### src/hdl/gp_regs.svh
`ifndef GP_REGS_SVH
`define GP_REGS_SVH

// ****************************************
// register indices (byte address = 4 * index)
// ****************************************
`define GP_IDX_PA_DATA 8'h05
`define GP_IDX_PB_DATA 8'h06
`define GP_IDX_IRQ_CTL 8'h0B
`define GP_IDX_OPTION  8'h81
`define GP_IDX_PA_DIR  8'h85
`define GP_IDX_PB_DIR  8'h86

// ****************************************
// field positions
// ****************************************
`define GP_OPT_PU_DIS_BIT 7
`define GP_IRQ_FLAG_BIT   0
`define GP_IRQ_EN_BIT     3

// ****************************************
// reset values
// ****************************************
`define GP_PA_DIR_RST 5'h1F
`define GP_PB_DIR_RST 8'hFF
`define GP_OPTION_RST 8'hFF
`define GP_PA_LAT_RST 5'h00
`define GP_PB_LAT_RST 8'h00
`define GP_IRQ_RST    8'h00
`endif

### src/hdl/gp_pkg.sv
package gp_pkg;

   // ****************************************
   // register select
   // ****************************************
   typedef enum logic [2:0] {
      SEL_NONE,
      SEL_PA_DATA,
      SEL_PA_DIR,
      SEL_PB_DATA,
      SEL_PB_DIR,
      SEL_OPTION,
      SEL_IRQ_CTL
   } gp_sel_e;

   // ****************************************
   // whole block state
   // ****************************************
   typedef struct packed {
      logic [4:0] pa_lat;
      logic [4:0] pa_dir;
      logic [7:0] pb_lat;
      logic [7:0] pb_dir;
      logic [7:0] option;
      logic [7:1] irq_hi;
      logic       flag;
      logic [3:0] snap;
      logic [3:0] sync1;
      logic [3:0] sync2;
      logic       dp_wr;
      gp_sel_e    dp_sel;
      logic [7:0] rdata;
   } gp_state_s;

endpackage

### src/hdl/gp_port.sv
`timescale 1ns/1ps
`include "gp_regs.svh"
module gp_port (
   // clock, reset, enable
   input  wire logic        hclk,
   input  wire logic        hresetn,
   input  wire logic        ce,
   // ahb-lite slave
   input  wire logic        hsel,
   input  wire logic [31:0] haddr,
   input  wire logic [1:0]  htrans,
   input  wire logic        hwrite,
   input  wire logic [2:0]  hsize,
   input  wire logic [31:0] hwdata,
   input  wire logic        hready,
   output logic      [31:0] hrdata,
   output logic             hreadyout,
   output logic             hresp,
   // first port pins
   input  wire logic [4:0]  pa_in,
   output logic      [4:0]  pa_out,
   output logic      [4:0]  pa_oe_n,
   output logic             pin4_timer_clock_in,
   // second port pins
   input  wire logic [7:0]  pb_in,
   output logic      [7:0]  pb_out,
   output logic      [7:0]  pb_oe_n,
   output logic      [7:0]  pb_pullup_en,
   // change detect
   output logic             port_change_flag,
   output logic             wake_req
);

   // ****************************************
   // functions
   // ****************************************

   // address to register select
   function automatic gp_pkg::gp_sel_e decode(
      input logic [31:0] a,
      input logic [2:0]  sz
   );
      gp_pkg::gp_sel_e s;
      s = gp_pkg::SEL_NONE;
      if ((a[31:10] == 22'h000000) && (a[1:0] == 2'h0) &&
          (sz == 3'h2)) begin
         unique case (a[9:2])
            `GP_IDX_PA_DATA: s = gp_pkg::SEL_PA_DATA;
            `GP_IDX_PA_DIR:  s = gp_pkg::SEL_PA_DIR;
            `GP_IDX_PB_DATA: s = gp_pkg::SEL_PB_DATA;
            `GP_IDX_PB_DIR:  s = gp_pkg::SEL_PB_DIR;
            `GP_IDX_OPTION:  s = gp_pkg::SEL_OPTION;
            `GP_IDX_IRQ_CTL: s = gp_pkg::SEL_IRQ_CTL;
            default:         s = gp_pkg::SEL_NONE;
         endcase
      end
      return s;
   endfunction

   // read value of a register
   function automatic logic [7:0] rd_value(
      input gp_pkg::gp_sel_e   s,
      input gp_pkg::gp_state_s q,
      input logic [4:0]        pa,
      input logic [7:0]        pb
   );
      logic [7:0] v;
      v = 8'h00;
      unique case (s)
         gp_pkg::SEL_PA_DATA: v = {3'h0, pa};
         gp_pkg::SEL_PA_DIR:  v = {3'h0, q.pa_dir};
         gp_pkg::SEL_PB_DATA: v = pb;
         gp_pkg::SEL_PB_DIR:  v = q.pb_dir;
         gp_pkg::SEL_OPTION:  v = q.option;
         gp_pkg::SEL_IRQ_CTL: v = {q.irq_hi, q.flag};
         gp_pkg::SEL_NONE:    v = 8'h00;
      endcase
      return v;
   endfunction

   // ****************************************
   // state
   // ****************************************
   localparam gp_pkg::gp_state_s ST_RST = '{
      pa_lat: `GP_PA_LAT_RST,
      pa_dir: `GP_PA_DIR_RST,
      pb_lat: `GP_PB_LAT_RST,
      pb_dir: `GP_PB_DIR_RST,
      option: `GP_OPTION_RST,
      irq_hi: 7'h00,
      flag:   1'b0,
      snap:   4'h0,
      sync1:  4'h0,
      sync2:  4'h0,
      dp_wr:  1'b0,
      dp_sel: gp_pkg::SEL_NONE,
      rdata:  8'h00
   };

   gp_pkg::gp_state_s st_reg;
   gp_pkg::gp_state_s st_next;
   gp_pkg::gp_sel_e   addr_sel;
   logic              take;
   logic              mismatch;

   // address phase accepted
   assign take     = hsel & htrans[1] & hready & ce;
   assign addr_sel = decode(haddr, hsize);

   // input pins that differ from snapshot
   assign mismatch = |((st_reg.sync2 ^ st_reg.snap)
                       & st_reg.pb_dir[7:4]);

   // ****************************************
   // next state
   // ****************************************
   always_comb begin
      st_next = st_reg;
      // two-stage sync of monitored pins
      st_next.sync1 = pb_in[7:4];
      st_next.sync2 = st_reg.sync1;
      st_next.dp_wr = 1'b0;
      // address phase: capture read data
      if (take) begin
         st_next.dp_sel = addr_sel;
         st_next.dp_wr  = hwrite & (addr_sel != gp_pkg::SEL_NONE);
         if (!hwrite) begin
            st_next.rdata = rd_value(addr_sel, st_reg, pa_in, pb_in);
            if (addr_sel == gp_pkg::SEL_PB_DATA) begin
               st_next.snap = st_reg.sync2;
            end
         end
      end
      // data phase: commit write at cycle end
      if (st_reg.dp_wr) begin
         unique case (st_reg.dp_sel)
            gp_pkg::SEL_PA_DATA: st_next.pa_lat = hwdata[4:0];
            gp_pkg::SEL_PA_DIR:  st_next.pa_dir = hwdata[4:0];
            gp_pkg::SEL_PB_DATA: begin
               st_next.pb_lat = hwdata[7:0];
               st_next.snap   = st_reg.sync2;
            end
            gp_pkg::SEL_PB_DIR:  st_next.pb_dir = hwdata[7:0];
            gp_pkg::SEL_OPTION:  st_next.option = hwdata[7:0];
            gp_pkg::SEL_IRQ_CTL: begin
               st_next.irq_hi = hwdata[7:1];
               st_next.flag   = hwdata[`GP_IRQ_FLAG_BIT];
            end
            gp_pkg::SEL_NONE:    st_next.dp_wr = 1'b0;
         endcase
      end
      // hardware set wins over software clear
      if (mismatch) begin
         st_next.flag = 1'b1;
      end
   end

   // register the state
   always_ff @(posedge hclk or negedge hresetn) begin
      if (!hresetn) begin
         st_reg <= ST_RST;
      end else if (ce) begin
         st_reg <= st_next;
      end
   end

   // ****************************************
   // outputs
   // ****************************************

   // bus answer, zero wait unless frozen
   assign hrdata    = {24'h000000, st_reg.rdata};
   assign hreadyout = ce;
   assign hresp     = 1'b0;

   // first port: low bits push-pull, bit 4 open drain
   assign pa_out     = {1'b0, st_reg.pa_lat[3:0]};
   assign pa_oe_n[3:0] = st_reg.pa_dir[3:0];
   assign pa_oe_n[4] = st_reg.pa_dir[4] | st_reg.pa_lat[4];
   assign pin4_timer_clock_in = pa_in[4];

   // second port and pull-ups
   assign pb_out  = st_reg.pb_lat;
   assign pb_oe_n = st_reg.pb_dir;
   assign pb_pullup_en = {8{~st_reg.option[`GP_OPT_PU_DIS_BIT]}}
                         & st_reg.pb_dir;

   // change flag and wake
   assign port_change_flag = st_reg.flag;
   assign wake_req = st_reg.flag & st_reg.irq_hi[`GP_IRQ_EN_BIT];
endmodule

### config.mk
export PLATFORM = sky130hd
export DESIGN_NAME = gp_port
export DESIGN_NICKNAME = d
export VERILOG_FILES = /design/src/hdl/gp_pkg.sv /design/src/hdl/gp_port.sv
export VERILOG_INCLUDE_DIRS = /design/src /design/src/hdl
export SDC_FILE = /design/constraint.sdc
export NUM_CORES = 1
export LEC_CHECK = 0
export ABC_CLOCK_PERIOD_IN_PS = 2880
export BUFFER_PORTS_ARGS = -buffer_cell sky130_fd_sc_hd__buf_2
export CAP_MARGIN = 10
export CORE_ASPECT_RATIO = 1.75
export CORE_MARGIN = 4
export CORE_UTILIZATION = 52
export DETAILED_ROUTE_END_ITERATION = 8
export PLACE_DENSITY_LB_ADDON = 0.3
export SLEW_MARGIN = 10
export SYNTH_ARGS = -nofsm -noshare
export SYNTH_HDL_FRONTEND = slang
export SYNTH_SLANG_ARGS = --single-unit
export TNS_END_PERCENT = 100
### constraint.sdc
create_clock -name hclk -period 2.88 [get_ports hclk]
set_input_delay 0.576 -clock hclk [delete_from_list [all_inputs] [get_ports hclk]]
set_output_delay 0.576 -clock hclk [all_outputs]
set_load 0.005 [all_outputs]
* Word-level counts from Yosys, hierarchy flattened
Index checks and enable logic that the tools add are counted.
** Storage, ports and cells
- Register bits after elaboration :: 66
- Bits of input ports :: 88
- Output and inout port bits :: 71
- Word-level logic and storage cells :: 76
** Operators by class
- Muxes and demuxes :: 14
- Equality and inequality tests :: 19
- Bitwise operators :: 11
- Reduce and logical (&&, ||, !) cells :: 19
** Operator list (number)
- $pmux W8 S7 :: 1
- $eq A8 B8 Y1 const B :: 3
- $reduce_and A3 Y1 :: 8
- $logic_not A22 Y1 :: 1
- $eq A3 B3 Y1 const B :: 6
- $pmux W3 S6 :: 1
- $eq A8 B3 Y1 const B :: 2
- $mux W4 :: 4
- $eq A3 B2 Y1 const B :: 5
- $mux W12 :: 1
- $and A8 B8 Y8 :: 1
- $eq A8 B4 Y1 const B :: 1
- $mux W8 :: 1
- $eq A3 B1 Y1 const B :: 2
- $logic_not A3 Y1 :: 2
- $and A1 B1 Y1 :: 5
- $mux W5 :: 1
- $and A4 B4 Y4 :: 1
- $mux W1 :: 4
- $reduce_bool A2 Y1 :: 2
- $reduce_or A4 Y1 :: 1
- $xor A4 B4 Y4 :: 1
- $mux W3 :: 1
- $reduce_bool A3 Y1 :: 1
- other kinds (5) :: 7

* Longest topological paths before layout
- Word-level depth :: 11
- Depth in mapped cells :: 8
- Depth with buffers taken out :: 6

* Worst setup path after synthesis
No wires, ideal clock.
- Kind :: input port to flip-flop
- From :: input haddr[3]
- To :: register st_reg (netlist bit hrdata[3])
- Path buffers :: 2
- Stages :: 8
- Required time :: 2.737 ns
- Setup time :: 0.143 ns
- Arrival time :: 2.138 ns
- Setup slack :: 0.599 ns
- Cells stage by stage :: nor2b_1 a32oi_1 or2_1 buf_2 buf_6 mux2_4 a222oi_1 a221oi_1
** On the way
- Cells in the longest elaborated chain, start to end :: 5
- Elaborated cells on any way between the ends :: 16
- Those cells by class :: 12 x eq/ne; 3 x mux; 1 x reduce/logical
** RTL lines
- from (decl) :: RTL line gp_port.sv:10 : input wire logic [31:0] haddr,
- $eq A8 B4 Y1 (tied with other cells) :: RTL line gp_port.sv:47 : unique case (a[9:2])
- $pmux W3 S6 * :: RTL line gp_port.sv:47
- $mux W3 * :: RTL line gp_port.sv:45 : if ((a[31:10] == 22'h000000) && (a[1:0] == 2'h0) &&
- $eq A3 B3 Y1 (tied with other cells) :: RTL line gp_port.sv:69 : unique case (s)
- $pmux W8 S7 * :: RTL line gp_port.sv:69
- to (signal assigned) :: RTL line gp_port.sv:163 : st_reg <= st_next;
- to (decl) :: RTL line gp_port.sv:100 : gp_pkg::gp_state_s st_reg;
Every way passes the cells marked *; elsewhere a longest branch is shown, timed or not.
A chain may end at the register's enable or synchronous reset.

* Final worst setup path
- From :: input haddr[7]
- To :: register st_reg (netlist bit hrdata[4])
The elaborated chain is that of the path after synthesis.

==> flow_summary.ini <==
[run_status]
outcome = complete, no violations

[finish]
n_antenna_cell = 0
ff_latch_area_um2 = 1680
largest_register_ffs = 29
multi_input_area_um2 = 1670
fillCellCount = 565
fin_area_um2 = 4410
drive_gt1_frac = 0.526
final_core_util = 0.634
nets = 501
area_delta_synth_final_pct = 16.7

[logic_synthesis]
netlist_instances = 328
yosysTopAreaCell = dfrtp_1
yosys_warnings = 0
syn-cell-area_um2 = 3780
ys_top_cells_by_count = 63 x mux2_2, 60 x buf_4, 45 x dfrtp_1
synth_area_leaders = dfrtp_1 30%, mux2_2 19%, dfstp_2 15%
yosysUniqueCellTypes = 48
yosys_most_used_dff = dfrtp_1
synth_seq_cells = 66
yosysMostFrequentCell = mux2_2
synth.avg_cell_area_um2 = 11.5
synth_top_area_share = 0.298
synth_sequential_area_ratio = 0.444
async_flop_share = 1.00
synth_enable_flop_cells = 0

[setup_path]
start_kind = primary input
path_class = primary input to flop
endpoint_kind = flop
worstRegToRegCells = 3
cp.arrival_ns = 2.52
endpoint = hrdata[4]$_DFFE_PN0P_
startpoint = haddr[7]
reg2reg_to = st_reg[25]$_DFFE_PN0P_
crit_fanout = 7
worstReg2RegStart = st_reg[8]$_DFFE_PN0P_
crit_required_ns = 3.07
worst-r2r-setup-slack_ns = 1.15

[power_and_ir_drop]
p_leak_nw = 2.22
ir_drop_v = 0.000508
power.density_nw_per_um2 = 516

[timing]
tns_ns = 0
max_slew_margin = 0.502
hold_ws_ns = 0.308
finClkSkew_ns = 0.00842
final-setup-viol-count = 0
setup_slack_ns = 0.550
hold_viol_final = 0
rsz0062_at_grt = no
min_period_over_period = 0.809
tightest_slew_ns = 0.747
period_needed_ns = 2.33
max_freq_mhz = 429
drv_slew = 0

[route]
wirelength_um = 8500
dr.pass1.iters = 4
drt_iter0_drc = 131
postRouteAntennaNets = 0
viasPerCell = 5.44
route.detailed.drc = 0
wl_per_cell_um = 16.9
num_vias = 2731

[placement]
io_buffer_count = 107
placed_area_um2 = 4100
gp_congestion = 0.831
place_ws_ns = 0.259
dp_hpwl_um = 6570

[cts]
htree_levels = 3
root_buffer = clkbuf_16
cts-resized-gates = 0
worstSkewPairLatency_ns = 0.33
cts_tree = yes
post_cts_buffers = 0
cts_sinks = 66
numCtsBuffers = 9
cts.clk_slew.worst_paths_ns = 0.05
postCtsHoldBufs = 0
cts_buffer_depth = 2

[floorplan]
die_w_um = 72.4
die_h_um = 121
dieArea_um2 = 8740
boundaryPins = 159
initial_core_util = 0.543
rows = 40
core_area_um2 = 6960

[grt]
grt_pass1_vias = 2760
track_usage = 0.204
grt_overflow_total = 0
grt_first_pass_wirelength_um = 13600
antenna_found_initial = 0
grt_max_degree = 35

[job]
cap_viol_max_count = 0

[worst_hold_path]
hold_path_class = primary input to asynchronous set/reset pin
## through the flow
stage	cells	total power, W
after detailed placement	486	0.00117
after global routing	502	0.00236
final	502	0.00228
after global placement	486	0.00116
after floorplan	353	0.00111
after CTS	502	0.00230
## logic make-up after synthesis
logic type             share of synthesized area
flip-flops                                 0.444
AO/OA/AOI/OAI                             0.0795
XOR/XNOR                                  0.0139
multiplexers                               0.202
AND/OR/NAND/NOR                            0.121
other                                   0.000993
buffers and inverters                      0.138
## final cells by class
type,instances,share of cell area
Sequential cell,66,0.381
Multi-Input combinational cell,211,0.379
Timing Repair Buffer,116,0.140
Clock buffer,13,0.0545
Tap cell,84,0.0238
Clock inverter,3,0.0148
Inverter,9,0.00766
## power by group
part	switching, W	internal [W]
logic	0.0000966	0.0000825
registers	0.0000172	0.000960
clock network	0.000363	0.000756
total	0.000477	0.00180
## worst min-delay path by stage
stage	start	endpoint	slack, ns	cells past startpoint
final	hresetn	pa_out[1]$_DFFE_PN0P_	0.31	1
after global placement	st_reg[65]$_DFFE_PN0P_	st_reg[65]$_DFFE_PN0P_	0.48	1
after CTS	hresetn	pa_out[1]$_DFFE_PN0P_	0.33	1
after detailed placement	hrdata[6]$_DFFE_PN0P_	hrdata[6]$_DFFE_PN0P_	0.49	1
after floorplan	hresetn	hrdata[0]$_DFFE_PN0P_	0.28	0
after global routing	hresetn	pa_out[1]$_DFFE_PN0P_	0.37	1
## cell usage in the layout, fill, tap and decap left out, types with 9 or more instances in the layout
cell type	n
buf_2	107
clkbuf_16	9
conb_1	26
dfrtp_1	45
dfstp_2	21
inv_1	9
mux2_2	63
nor2_1	16
nor2b_1	10
## worst max-delay path, stage by stage
cell      delay [ns]
buf_2           0.10
nor3_1          0.37
nand2b_1        0.22
or2_1           0.27
buf_4           0.17
mux2_2          0.28
a222oi_1        0.40
a211oi_1        0.13
## routing by layer
| layer | global-route usage | vias up | wire length, um |
|---|---|---|---|
| li1 | - | 1274 | - |
| met1 | 0.225 | 1325 | 3030 |
| met2 | 0.356 | 111 | 4620 |
| met3 | 0.0433 | 21 | 580 |
| met4 | 0.110 | 0 | 272 |
| met5 | 0 | - | 0 |
Note: power is estimated with default switching activity, not from simulation.
